<file path="config.mk">
export PLATFORM = sky130hd
export DESIGN_NAME = dbgpr_router
export DESIGN_NICKNAME = d
export VERILOG_FILES = /design/src/hw/dbgpr_pkg.sv /design/src/hw/dbgpr_router.sv /design/src/hw/dbgpr_sync.sv
export SDC_FILE = /design/constraint.sdc
export NUM_CORES = 1
export LEC_CHECK = 0
export BUFFER_PORTS_ARGS = -buffer_cell sky130_fd_sc_hd__buf_2
export CAP_MARGIN = 25
export CORE_ASPECT_RATIO = 0.5
export CORE_MARGIN = 4
export CORE_UTILIZATION = 45
export CTS_CLUSTER_DIAMETER = 60
export DETAILED_ROUTE_END_ITERATION = 10
export GPL_TIMING_DRIVEN = 0
export PLACE_DENSITY = 0.76
export SLEW_MARGIN = 20
export SYNTH_ARGS = -nofsm -noshare
export SYNTH_HDL_FRONTEND = slang
export SYNTH_HIERARCHICAL = 1
export SYNTH_SLANG_ARGS = --single-unit
</file>
<file path="constraint.sdc">
create_clock -name mclk_i -period 2.4 [get_ports mclk_i]
set_input_delay 0.36 -clock mclk_i [delete_from_list [all_inputs] [get_ports mclk_i]]
set_output_delay 0.36 -clock mclk_i [all_outputs]
set_load 0.02 [all_outputs]
</file>
<file path="src/hw/dbgpr_pkg.sv">
// What this block does
// - The digital probe command has two bytes and the first names the signal group.
// - The low nibble of the second byte picks the signal; 8 picks the 13.56 MHz clock in every valid group.
// - The high nibble of the second byte picks the output pin.
// - Group codes: 01 clock, 1B transmit encoder, 1D timer, 30 card mode, 58 transceive, 70 rx data, 73 rx error.
// - Clock group 0..7: mux 13.56, mux 27.12, RF recovery, PLL, 20 MHz osc, field, PLL lock, clock reset.
// - Timer group 7/5/3 are running flags and 6/4/2 expiry flags of timers zero/one/two; 0 and 1 reserved.
// - Card group 7..0: clock fail, type A, 212 kBd, 424 kBd, type B, end of frame, data, data valid.
// - Transceive group 7..3: prefetch done, prefetch request, tx start, rx enable, wait expired; 2..0 state.
// - Rx data group 7..4 are signal processor collision, end, valid, data; 3 spans the whole reception.
// - Rx data group 2 is actual reception, 1 the receiver chain reset pulse, 0 the decoder bit clock.
// - Rx error group 7,2,1,0 are combined, collision, protocol, integrity; 6 is multi frame with length over 28; 3..5 reserved.
// - Pin nibble in bits 4..7: 0 interrupt pin, 1 general output one, 2 aux pin two, 3 aux pin one; rest reserved.
// - Two converters show up to two internal signals on the two aux pins only.
package dbgpr_pkg;
  // ---------------------------------------------------------------
  // Register map
  // ---------------------------------------------------------------
  localparam logic [7:0] REG_GROUP = 8'h00;
  localparam logic [7:0] REG_POS = 8'h04;
  localparam logic [7:0] REG_ANA = 8'h08;
  localparam logic [7:0] REG_STAT = 8'h0C;
  localparam logic [7:0] GROUP_RST = 8'h00;
  localparam logic [7:0] POS_RST = 8'h00;
  localparam logic [7:0] ANA_RST = 8'h00;
  // ---------------------------------------------------------------
  // Group codes and valid signal masks
  // ---------------------------------------------------------------
  localparam logic [7:0] GRP_CLOCK = 8'h01;
  localparam logic [7:0] GRP_TXENC = 8'h1B;
  localparam logic [7:0] GRP_TIMER = 8'h1D;
  localparam logic [7:0] GRP_CARD = 8'h30;
  localparam logic [7:0] GRP_TRX = 8'h58;
  localparam logic [7:0] GRP_RXDATA = 8'h70;
  localparam logic [7:0] GRP_RXERR = 8'h73;
  localparam logic [7:0] MASK_FULL = 8'hFF;
  localparam logic [7:0] MASK_TXENC = 8'h03;
  localparam logic [7:0] MASK_TIMER = 8'hFC;
  localparam logic [7:0] MASK_RXERR = 8'hC7;
  // ---------------------------------------------------------------
  // Position byte fields and pins
  // ---------------------------------------------------------------
  localparam int POS_SIG_LSB = 0;
  localparam int POS_PIN_LSB = 4;
  localparam logic [3:0] SIG_FC_CLK = 4'h8;
  localparam logic [3:0] SIG_GROUP_TOP = 4'h7;
  localparam int NUM_PINS = 4;
  localparam logic [3:0] PIN_IRQ = 4'h0;
  localparam logic [3:0] PIN_GENERAL_OUTPUT_ONE = 4'h1;
  localparam logic [3:0] PIN_AUXILIARY_PIN_TWO = 4'h2;
  localparam logic [3:0] PIN_AUXILIARY_PIN_ONE = 4'h3;
  localparam int RXERR_MULTI_BIT = 6;
  localparam logic [7:0] RX_LEN_LIMIT = 8'h1C;
  // ---------------------------------------------------------------
  // Analog byte fields and status bits
  // ---------------------------------------------------------------
  localparam int ANA_ONE_LSB = 0;
  localparam int ANA_TWO_LSB = 4;
  localparam int STAT_ACTIVE_BIT = 0;
  localparam int STAT_ENABLE_BIT = 1;
  localparam int STAT_OE_LSB = 4;
  localparam int STAT_DAC_LSB = 8;
endpackage

</file>
<file path="src/hw/dbgpr_router.sv">
// The address map and the plain strobed port are this design's own decisions.
`timescale 1ns/100ps
module dbgpr_router
  import dbgpr_pkg::*;
#(
  parameter int ANA_SRC_NUM = 8
) (
  input wire logic mclk_i,
  input wire logic sys_rst_i,
  input wire logic [7:0] reg_addr_i,
  input wire logic [31:0] reg_wdata_i,
  input wire logic reg_wr_i,
  input wire logic reg_rd_i,
  output logic [31:0] reg_rdata_o,
  input wire logic probe_bus_enable_i,
  input wire logic fc_clk_i,
  input wire logic [7:0] clk_sig_i,
  input wire logic [7:0] txenc_sig_i,
  input wire logic [7:0] timer_sig_i,
  input wire logic [7:0] card_sig_i,
  input wire logic [7:0] trx_sig_i,
  input wire logic [7:0] rxdata_sig_i,
  input wire logic [7:0] rxerr_sig_i,
  input wire logic multi_frame_receive_i,
  input wire logic [7:0] length_field_i,
  input wire logic [ANA_SRC_NUM*8-1:0] ana_src_i,
  output logic [NUM_PINS-1:0] probe_pin_o,
  output logic [NUM_PINS-1:0] probe_pin_oe_o,
  output logic [7:0] dac_auxiliary_pin_one_o,
  output logic [7:0] dac_auxiliary_pin_two_o,
  output logic [1:0] dac_en_o
);
  // ---------------------------------------------------------------
  // Synchronised inputs from other clocks and configuration
  // ---------------------------------------------------------------
  logic [7:0] clk_s;
  logic fc_s;
  logic bus_en_s;

  dbgpr_sync #(.WIDTH(10)) u_sync (
    .mclk_i(mclk_i),
    .sys_rst_i(sys_rst_i),
    .async_i({probe_bus_enable_i, fc_clk_i, clk_sig_i}),
    .sync_o({bus_en_s, fc_s, clk_s})
  );

  // ---------------------------------------------------------------
  // Register file
  // ---------------------------------------------------------------
  logic [7:0] stage_group;
  logic [7:0] cfg_group;
  logic [7:0] cfg_pos;
  logic [7:0] cfg_ana;
  logic [31:0] rd_data;
  logic [7:0] next_stage_group;
  logic [7:0] next_cfg_group;
  logic [7:0] next_cfg_pos;
  logic [7:0] next_cfg_ana;
  logic [31:0] next_rd_data;
  logic sel_ok;

  always_comb begin
    next_stage_group = stage_group;
    next_cfg_group = cfg_group;
    next_cfg_pos = cfg_pos;
    next_cfg_ana = cfg_ana;
    next_rd_data = '0;
    if (reg_wr_i) begin
      case (reg_addr_i)
        REG_GROUP: next_stage_group = reg_wdata_i[7:0];
        // Position byte completes the command: group and position apply together
        REG_POS: begin
          next_cfg_group = stage_group;
          next_cfg_pos = reg_wdata_i[7:0];
        end
        REG_ANA: next_cfg_ana = reg_wdata_i[7:0];
        default: ;
      endcase
    end
    if (reg_rd_i) begin
      case (reg_addr_i)
        REG_GROUP: next_rd_data[7:0] = stage_group;
        REG_POS: next_rd_data[7:0] = cfg_pos;
        REG_ANA: next_rd_data[7:0] = cfg_ana;
        REG_STAT: begin
          next_rd_data[STAT_ACTIVE_BIT] = sel_ok;
          next_rd_data[STAT_ENABLE_BIT] = bus_en_s;
          next_rd_data[STAT_OE_LSB +: NUM_PINS] = probe_pin_oe_o;
          next_rd_data[STAT_DAC_LSB +: 2] = dac_en_o;
        end
        default: next_rd_data = '0;
      endcase
    end
  end

  always_ff @(posedge mclk_i) begin
    if (sys_rst_i) begin
      stage_group <= GROUP_RST;
      cfg_group <= GROUP_RST;
      cfg_pos <= POS_RST;
      cfg_ana <= ANA_RST;
      rd_data <= '0;
    end else begin
      stage_group <= next_stage_group;
      cfg_group <= next_cfg_group;
      cfg_pos <= next_cfg_pos;
      cfg_ana <= next_cfg_ana;
      rd_data <= next_rd_data;
    end
  end

  assign reg_rdata_o = rd_data;

  // ---------------------------------------------------------------
  // Digital probe selection
  // ---------------------------------------------------------------
  logic [3:0] sig_sel;
  logic [3:0] pin_sel;
  logic [7:0] grp_vec;
  logic [7:0] grp_mask;
  logic grp_ok;
  logic sig_ok;
  logic sel_val;
  logic len_over;

  assign sig_sel = cfg_pos[POS_SIG_LSB +: 4];
  assign pin_sel = cfg_pos[POS_PIN_LSB +: 4];
  assign len_over = multi_frame_receive_i && (length_field_i > RX_LEN_LIMIT);

  always_comb begin
    grp_vec = '0;
    grp_mask = '0;
    grp_ok = 1'b1;
    case (cfg_group)
      GRP_CLOCK: begin
        grp_vec = clk_s;
        grp_mask = MASK_FULL;
      end
      GRP_TXENC: begin
        grp_vec = txenc_sig_i;
        grp_mask = MASK_TXENC;
      end
      GRP_TIMER: begin
        grp_vec = timer_sig_i;
        grp_mask = MASK_TIMER;
      end
      GRP_CARD: begin
        grp_vec = card_sig_i;
        grp_mask = MASK_FULL;
      end
      GRP_TRX: begin
        grp_vec = trx_sig_i;
        grp_mask = MASK_FULL;
      end
      GRP_RXDATA: begin
        grp_vec = rxdata_sig_i;
        grp_mask = MASK_FULL;
      end
      GRP_RXERR: begin
        grp_vec = rxerr_sig_i;
        grp_vec[RXERR_MULTI_BIT] = len_over;
        grp_mask = MASK_RXERR;
      end
      default: grp_ok = 1'b0;
    endcase
  end

  always_comb begin
    sig_ok = 1'b0;
    sel_val = 1'b0;
    if (sig_sel == SIG_FC_CLK) begin
      sig_ok = 1'b1;
      sel_val = fc_s;
    end else if (sig_sel <= SIG_GROUP_TOP) begin
      sig_ok = grp_mask[sig_sel[2:0]];
      sel_val = grp_vec[sig_sel[2:0]];
    end
  end

  // Probe bus enable gates every route; reserved codes stay inactive
  assign sel_ok = bus_en_s && grp_ok && sig_ok && (pin_sel < 4'(NUM_PINS));

  logic [NUM_PINS-1:0] next_pin;
  logic [NUM_PINS-1:0] next_oe;

  genvar gp;
  generate
    for (gp = 0; gp < NUM_PINS; gp++) begin : g_pin
      always_comb begin
        next_oe[gp] = sel_ok && (pin_sel == 4'(gp));
        next_pin[gp] = next_oe[gp] && sel_val;
      end

      always_ff @(posedge mclk_i) begin
        if (sys_rst_i) begin
          probe_pin_o[gp] <= 1'b0;
          probe_pin_oe_o[gp] <= 1'b0;
        end else begin
          probe_pin_o[gp] <= next_pin[gp];
          probe_pin_oe_o[gp] <= next_oe[gp];
        end
      end
    end
  endgenerate

  // ---------------------------------------------------------------
  // Analog probe converters, aux pins only
  // ---------------------------------------------------------------
  logic [3:0] ana_one_sel;
  logic [3:0] ana_two_sel;
  logic [7:0] next_dac1;
  logic [7:0] next_dac2;
  logic [1:0] next_dac_en;

  assign ana_one_sel = cfg_ana[ANA_ONE_LSB +: 4];
  assign ana_two_sel = cfg_ana[ANA_TWO_LSB +: 4];

  // Source 0 switches a converter off; sources 1..ANA_SRC_NUM pick a word
  always_comb begin
    next_dac1 = '0;
    next_dac2 = '0;
    next_dac_en = '0;
    for (int i = 0; i < ANA_SRC_NUM; i++) begin
      if (bus_en_s && ana_one_sel == 4'(i + 1)) begin
        next_dac1 = ana_src_i[i*8 +: 8];
        next_dac_en[0] = 1'b1;
      end
      if (bus_en_s && ana_two_sel == 4'(i + 1)) begin
        next_dac2 = ana_src_i[i*8 +: 8];
        next_dac_en[1] = 1'b1;
      end
    end
  end

  always_ff @(posedge mclk_i) begin
    if (sys_rst_i) begin
      dac_auxiliary_pin_one_o <= '0;
      dac_auxiliary_pin_two_o <= '0;
      dac_en_o <= '0;
    end else begin
      dac_auxiliary_pin_one_o <= next_dac1;
      dac_auxiliary_pin_two_o <= next_dac2;
      dac_en_o <= next_dac_en;
    end
  end
endmodule

</file>
<file path="src/hw/dbgpr_sync.sv">
`timescale 1ns/100ps
module dbgpr_sync #(
  parameter int WIDTH = 1
) (
  input wire logic mclk_i,
  input wire logic sys_rst_i,
  input wire logic [WIDTH-1:0] async_i,
  output logic [WIDTH-1:0] sync_o
);
  logic [WIDTH-1:0] meta;

  // First stage feeds only the second stage
  always_ff @(posedge mclk_i) begin
    if (sys_rst_i) begin
      meta <= '0;
      sync_o <= '0;
    end else begin
      meta <= async_i;
      sync_o <= meta;
    end
  end
endmodule
</file>
==> results of run 1 <==
through the flow:
stage	cell area, um2	worst slack, ns	std cells	utilization, %	setup TNS (ns)
finish	6790	0.103	966	61.6	0
global route	6790	-0.0480	966	61.6	-0.0961
CTS	6680	0.0229	964	60.6	0
detailed placement	6280	-0.235	946	57.1	-3.02
global placement	6280	-0.243	946	57.0	-2.50
floorplan	5180	0.298	617	-	0
timing repair:
action                                  in CTS  in global routing
gates resized for setup                     11                 32
hold buffers                                 0                  0
endpoints found under the setup margin      12                 18
pin swaps                                    1                  3
setup buffers                                3                  2
synthesized netlist by cell type (3+ instances only):
| library cell | number |
|---|---|
| o21bai_1 | 4 |
| mux2_2 | 12 |
| a21oi_1 | 38 |
| and3b_1 | 5 |
| a211oi_1 | 5 |
| a22oi_1 | 12 |
| mux2i_1 | 22 |
| a21boi_1 | 4 |
| mux4_2 | 11 |
| nor2b_1 | 8 |
| nand2_1 | 66 |
| a221oi_1 | 6 |
| o31ai_1 | 3 |
| a32oi_1 | 4 |
| and3_1 | 10 |
| nor3b_1 | 9 |
| nor2b_2 | 16 |
| nor4b_2 | 3 |
| a311oi_1 | 6 |
| o22ai_1 | 4 |
| nor2b_4 | 4 |
| buf_4 | 23 |
| o21ai_0 | 23 |
| nor3_1 | 13 |
| clkbuf_1 | 30 |
| nand4_1 | 6 |
| buf_2 | 4 |
| nand3_1 | 24 |
| o221ai_1 | 5 |
| nor2_1 | 66 |
| inv_1 | 5 |
| a31oi_1 | 3 |
| dfxtp_1 | 88 |
| buf_1 | 4 |
| nand3b_1 | 8 |
| a22o_1 | 3 |
worst max-delay path by stage:
stage | to | depth (start not counted) | slack (ns) | startpoint
floorplan | stage_group[0] | 6 | 0.30 | reg_addr_i[5]
global placement | dac_auxiliary_pin_two_o[3] | 7 | -0.24 | cfg_ana[4]
detailed placement | dac_auxiliary_pin_two_o[5] | 7 | -0.24 | cfg_ana[4]
CTS | probe_pin_o[1] | 8 | 0.02 | cfg_group[7]
global route | probe_pin_o[1] | 8 | -0.05 | cfg_group[6]
finish | probe_pin_o[1] | 7 | 0.10 | cfg_group[0]
placed cells by master, fill, tap and decap left out, types with 8 or more instances in the layout:
master	count
a21oi_1	38
a22oi_1	12
and3_1	10
buf_2	186
buf_4	28
clkbuf_1	21
clkbuf_16	9
conb_1	22
dfxtp_1	83
mux2_2	12
mux2i_1	22
mux4_2	11
nand2_1	66
nand3_1	24
nand3b_1	8
nor2_1	66
nor2b_2	16
nor3_1	12
o21ai_0	23
power groups by stage:
stage | Combinational [mW] | Clock [mW] | Sequential (mW)
final | 0.326 | 1.53 | 1.48
after global placement | 0.316 | 0 | 1.51
after detailed placement | 0.318 | 0 | 1.51
after global routing | 0.350 | 1.63 | 1.48
after floorplan | 0.150 | 0 | 1.51
after CTS | 0.320 | 1.56 | 1.48
kinds of logic (layout without fill, tap and decap cells):
kind of cell	after synthesis	in the layout	share of synthesized area [%]
buffers and inverters	68	272	7.09
AO/OA/AOI/OAI	132	132	17.3
multiplexers	45	45	11.8
AND/OR/NAND/NOR	260	260	28.8
flip-flops	88	88	34.6
XOR/XNOR	2	2	0.344
other	1	22	0.0735
per-layer routing:
| metal | GRT usage, % | share of wire [%] |
|---|---|---|
| met1 | 32.2 | 42 |
| met2 | 41.3 | 46 |
| met3 | 7.81 | 11 |
| met4 | 7.28 | 2.3 |
| met5 | 0 | 0 |
sequential cells by signal, indices dropped and copies added (netlist names):
name	count
cfg_ana	8
cfg_pos	8
u_sync/sync_o	10
probe_pin_o	4
u_sync/meta	10
reg_rdata_o	10
cfg_group	8
dac_en_o	2
stage_group	8
probe_pin_oe_o	4
dac_auxiliary_pin_two_o	8
dac_auxiliary_pin_one_o	8
cell type report:
class                      instances  share of cell area, %
tap                              145                   2.67
clock inverter                     7                   1.47
clock buffer                       9                   3.32
multi-input combinational        461                   46.8
timing repair buffer             189                   14.1
inverter                           5                  0.276
sequential                        88                   26.0
buffer                            62                   5.29
worst max-delay path, delay by kind of cell (launching register included):
kind,cells,cell delay (ns)
AO/OA/AOI/OAI,3,0.68
buffers and inverters,1,0.27
flip-flops,1,0.40
AND/OR/NAND/NOR,3,0.88
==> run metrics, run 1 <==
post-synth top area share=34.6%; DRT Pass-1 Iters=5; cell taking the most area after synthesis=dfxtp_1; CP max stage delay=0.40 ns; Mapped Area=5100 um2; Clock transition at path regs=0.07 ns; pins over their slew limit=0; Power, Total=3.34 mW; hold crit path type=input pin to flop; combinational fraction of design power=9.8%; port buffer count=184; Clock Skews=0.00679 ns; Synthesis Warnings=6; Worst Hold Launch=clk_sig_i[2]; via count=5456; sequential power share=44.3%; critical path cell sequence=clkbuf_2, and4b_2, nand4_1, a32oi_2, o221ai_2, nor4b_2, a21boi_2; footprint of the multi-input gates=3180 um2; Post-synth EDFFs=0; total CTS buffers=9; number of antenna diodes=0; r2r worst-path depth=7; FF-to-FF End=probe_pin_o[1]; Pint=2.56 mW; CP required=2.68 ns; Initial Utilization=46.3%; Die ar.=13200 um2; largest net degree at the start of global routing=17; WL per Instance=18.4 um; post-synthesis cell count=596; DRT antenna net count=0; normalized max-slew margin=51.0%; nets=991; storage element area=1770 um2; vias in the first global route=5162; PD cells=492 nW/um2; die height=83.3 um; Yosys cell types=65; Max clock buf depth=2; post-layout minimum cycle time=2.30 ns; Core Area=11000 um2; Sw Share=23.3%; Area contributors post-synth=dfxtp_1, nand2_1, nor2_1, mux4_2, mux2i_1; grt ovf=0; Sw Pwr=0.778 mW; Synth Register Bits=88; CP max stage cell=dfxtp_2; Rows=27; reg2reg setup slack=0.10 ns; fmax=435 MHz; Vias/cell=5.65; layout cells sized above 1=38.5%; IO Count=233; period utilization=95.7%; clk sinks=88; critical path class=flop to flop; Routability Congestion=0.903; run status=completed; Worst setup SP type=flop; sequential-to-total area share from yosys stat=34.6%; Final Hold Viols=0; DRC viols=0; max cap viols=0; H-tree depth=3; P&R area growth vs syn=33.1%; WL final=17700 um; final setup fails=0; Hold EP=u_sync/meta[2]; Worst Max-Slew Pin Slew=0.735 ns; Detailed Route Iter0 Violations=454; gr usage total=25.3%; chip width=159 um; critical path arrival=2.57 ns; CTS tree=done; Peak VDD IR=0.000451 V; Critical Path Sink Type=flop; top_reg_cell synth=dfxtp_1; R2R Path Start=cfg_group[0]; initial antenna violation count=0; first-pass GRT wire length=26500 um; fillers=997; hpwl dp=13400 um; Syn Area/Cell=8.55 um2; Lkg Pwr=2.86 nW; Hold Path Depth=2; fraction of registers with async set or reset after synthesis=0%; Clock Power Share=45.9%; clk_lat worst skew=0.34 ns; Hold Slack=0.223 ns; Clk Tree Root Cell=clkbuf_16; Worst Path Max Fanout=10
Note: power is estimated with default switching activity, not from simulation.
==> run 2, diff against run 1 <==
==> constraint.sdc (replaced) <==
create_clock -name mclk_i -period 2.5 [get_ports mclk_i]
set_input_delay 0.375 -clock mclk_i [delete_from_list [all_inputs] [get_ports mclk_i]]
set_output_delay 0.375 -clock mclk_i [all_outputs]
set_load 0.02 [all_outputs]
==> run 2 against run 1 <==
Compared with the run above:
- clock-buffer cell count did not move
- fmax down 3.6%
- clock skew grew 0.0025 ns
- core utilization fell by 0.74 points
- first-iteration DRC count shrank 0.66%
- register-to-register slack barely moved
- global-route usage about the same
- combinational power decreased by 4%
- clock power shrank 4%
- critical endpoint unchanged
==> run metrics, run 2 (same netlist as run 1, synthesis figures left out) <==
run status=completed; largest net degree at the start of global routing=17 (unchanged); storage element area=1770 um2 (-0.14%); Clock Power Share=45.9% (about the same); Clock transition at path regs=0.07 ns (about the same); grt ovf=0 (unchanged); Peak VDD IR=0.000434 V (-3.8%); vias in the first global route=5135 (-0.52%); most frequent cells in the layout=buf_2, dfxtp_1, nand2_1, nor2_1, a21oi_1; clk_lat worst skew=0.34 ns (about the same); pins over their slew limit=0 (unchanged); Post-DP Area=6280 um2 (unchanged); clk sinks=88 (unchanged); final setup TNS=0 ns (unchanged); Pint=2.46 mW (-4.0%); hold crit path type=input pin to flop; CP max stage delay=0.48 ns (+0.08 ns); Routability Congestion=0.903 (unchanged); final setup fails=0 (unchanged); total CTS buffers=9 (unchanged); layout cells sized above 1=37.3% (-1.2 points); DRC viols=0 (unchanged); IO Count=233 (unchanged); die height=83.3 um (unchanged); Clk Tree Root Cell=clkbuf_16; via count=5373 (-1.5%); period utilization=95.4% (-0.37 points); Initial Utilization=46.3% (unchanged); normalized max-slew margin=50.8% (-0.20 points); first-pass GRT wire length=26500 um (about the same); port buffer count=184 (unchanged); Vias/cell=5.58 (-1.2%); Clock Skews=0.00931 ns (+0.00251 ns); critical path class=flop to flop; DRT antenna net count=0 (unchanged); Worst Path Max Fanout=6 (-4); CTS tree=done; Core Area=11000 um2 (unchanged); Sw Pwr=0.747 mW (-4.0%); Sw Share=23.3% (about the same); max cap viols=0 (unchanged); hpwl dp=13400 um (unchanged); Max clock buf depth=2 (unchanged); Die ar.=13200 um2 (unchanged); DRT Pass-1 Iters=9 (+4); CP max stage cell=nor4b_4; critical path cell sequence=nor4b_4, nand4_4, mux2_2, a32oi_2, o221ai_2, nor4b_2, a21boi_2; post-layout minimum cycle time=2.38 ns (+0.0865 ns); Detailed Route Iter0 Violations=451 (-0.66%); Worst Max-Slew Pin Slew=0.738 ns (+0.00295 ns); fmax=419 MHz (-3.6%); H-tree depth=3 (unchanged); initial antenna violation count=0 (unchanged); Lkg Pwr=2.83 nW (-1.1%); RSZ-0062 raised after global routing=yes; P&R area growth vs syn=31.5%; Critical Path Sink Type=flop; Final Hold Viols=0 (unchanged); CP required=2.77 ns (+0.09 ns); number of antenna diodes=0 (unchanged); combinational fraction of design power=9.8% (about the same); sequential power share=44.3% (about the same); Post-CTS Hold Fix Bufs=0 (unchanged); PD cells=478 nW/um2 (-2.8%); critical path arrival=2.66 ns (+0.09 ns); Worst setup SP type=flop; footprint of the multi-input gates=3130 um2 (-1.4%); gr usage total=25.3% (-0.033 points); Rows=27 (unchanged); WL final=17500 um (-1.6%); nets=988 (-0.30%); commonest non-fill, non-tap cell in the layout=buf_2; WL per Instance=18.1 um (-1.3%); fillers=1010 (+1.3%); Hold Slack=0.238 ns (+0.0150 ns); post-route cell area=6710 um2 (-1.2%); chip width=159 um (unchanged)
## run 2: routing by layer
layer  vias to the layer above  part of all wire (%)  track usage [%]
met2                       312                    46             41.1
li1                       2567                     -                -
met4                         0                   1.7             7.20
met3                        27                    10             7.60
met1                      2467                    43             32.5
met5                         -                     0                0
## run 2: power by group through the flow
stage	sequential, mW	clock, mW	combinational (mW)
2_1_floorplan	1.45	0	0.144
3_3_place_gp	1.45	0	0.304
3_5_place_dp	1.45	0	0.305
4_1_cts	1.42	1.50	0.307
5_1_grt	1.42	1.56	0.336
6_report	1.42	1.47	0.313
## run 2: area by class of cell
type / count / area share [%]
Tap cell: 145 / 2.71
Inverter: 5 / 0.280
Timing Repair Buffer: 186 / 14.0
Clock inverter: 7 / 1.49
Buffer: 62 / 5.17
Multi-Input combinational cell: 461 / 46.7
Sequential cell: 88 / 26.3
Clock buffer: 9 / 3.36
## run 2: stage by stage
step           utilization (%)  worst slack [ns]  power [mW]  instances
6_report                  60.9             0.116        3.21        963
5_1_grt                   60.9           -0.0231        3.32        963
4_1_cts                   60.2           0.00797        3.23        962
3_5_place_dp              57.1            -0.135        1.76        946
3_3_place_gp              57.0            -0.143        1.76        946
2_1_floorplan                -             0.383        1.60        617
## run 2: worst paths after layout
| check | from | slack (ns) | endpoint | cells after the start |
|---|---|---|---|---|
| worst max-delay path | cfg_group[7] | 0.12 | probe_pin_o[1] | 7 |
| worst max register to register | cfg_group[7] | 0.12 | probe_pin_o[1] | 7 |
| worst min register to register | u_sync/meta[8] | 0.44 | u_sync/sync_o[8] | 1 |
| worst min-delay path | clk_sig_i[2] | 0.24 | u_sync/meta[2] | 2 |
## run 2: critical path: cells and delay by family (launching register included)
family	cells	cell delay (ns)
and+or+nand+nor	3	1.02
DFF	1	0.36
AOI/OAI and AO/OA	3	0.63
muxes	1	0.31
## run 2: timing repair
| item | CTS | global route |
|---|---|---|
| gates resized for setup | 5 | 23 |
| pin swaps | 0 | 4 |
| endpoints found under the setup margin | 10 | 12 |
| buffers inserted | 0 | 2 |
| cloned | 0 | 0 |
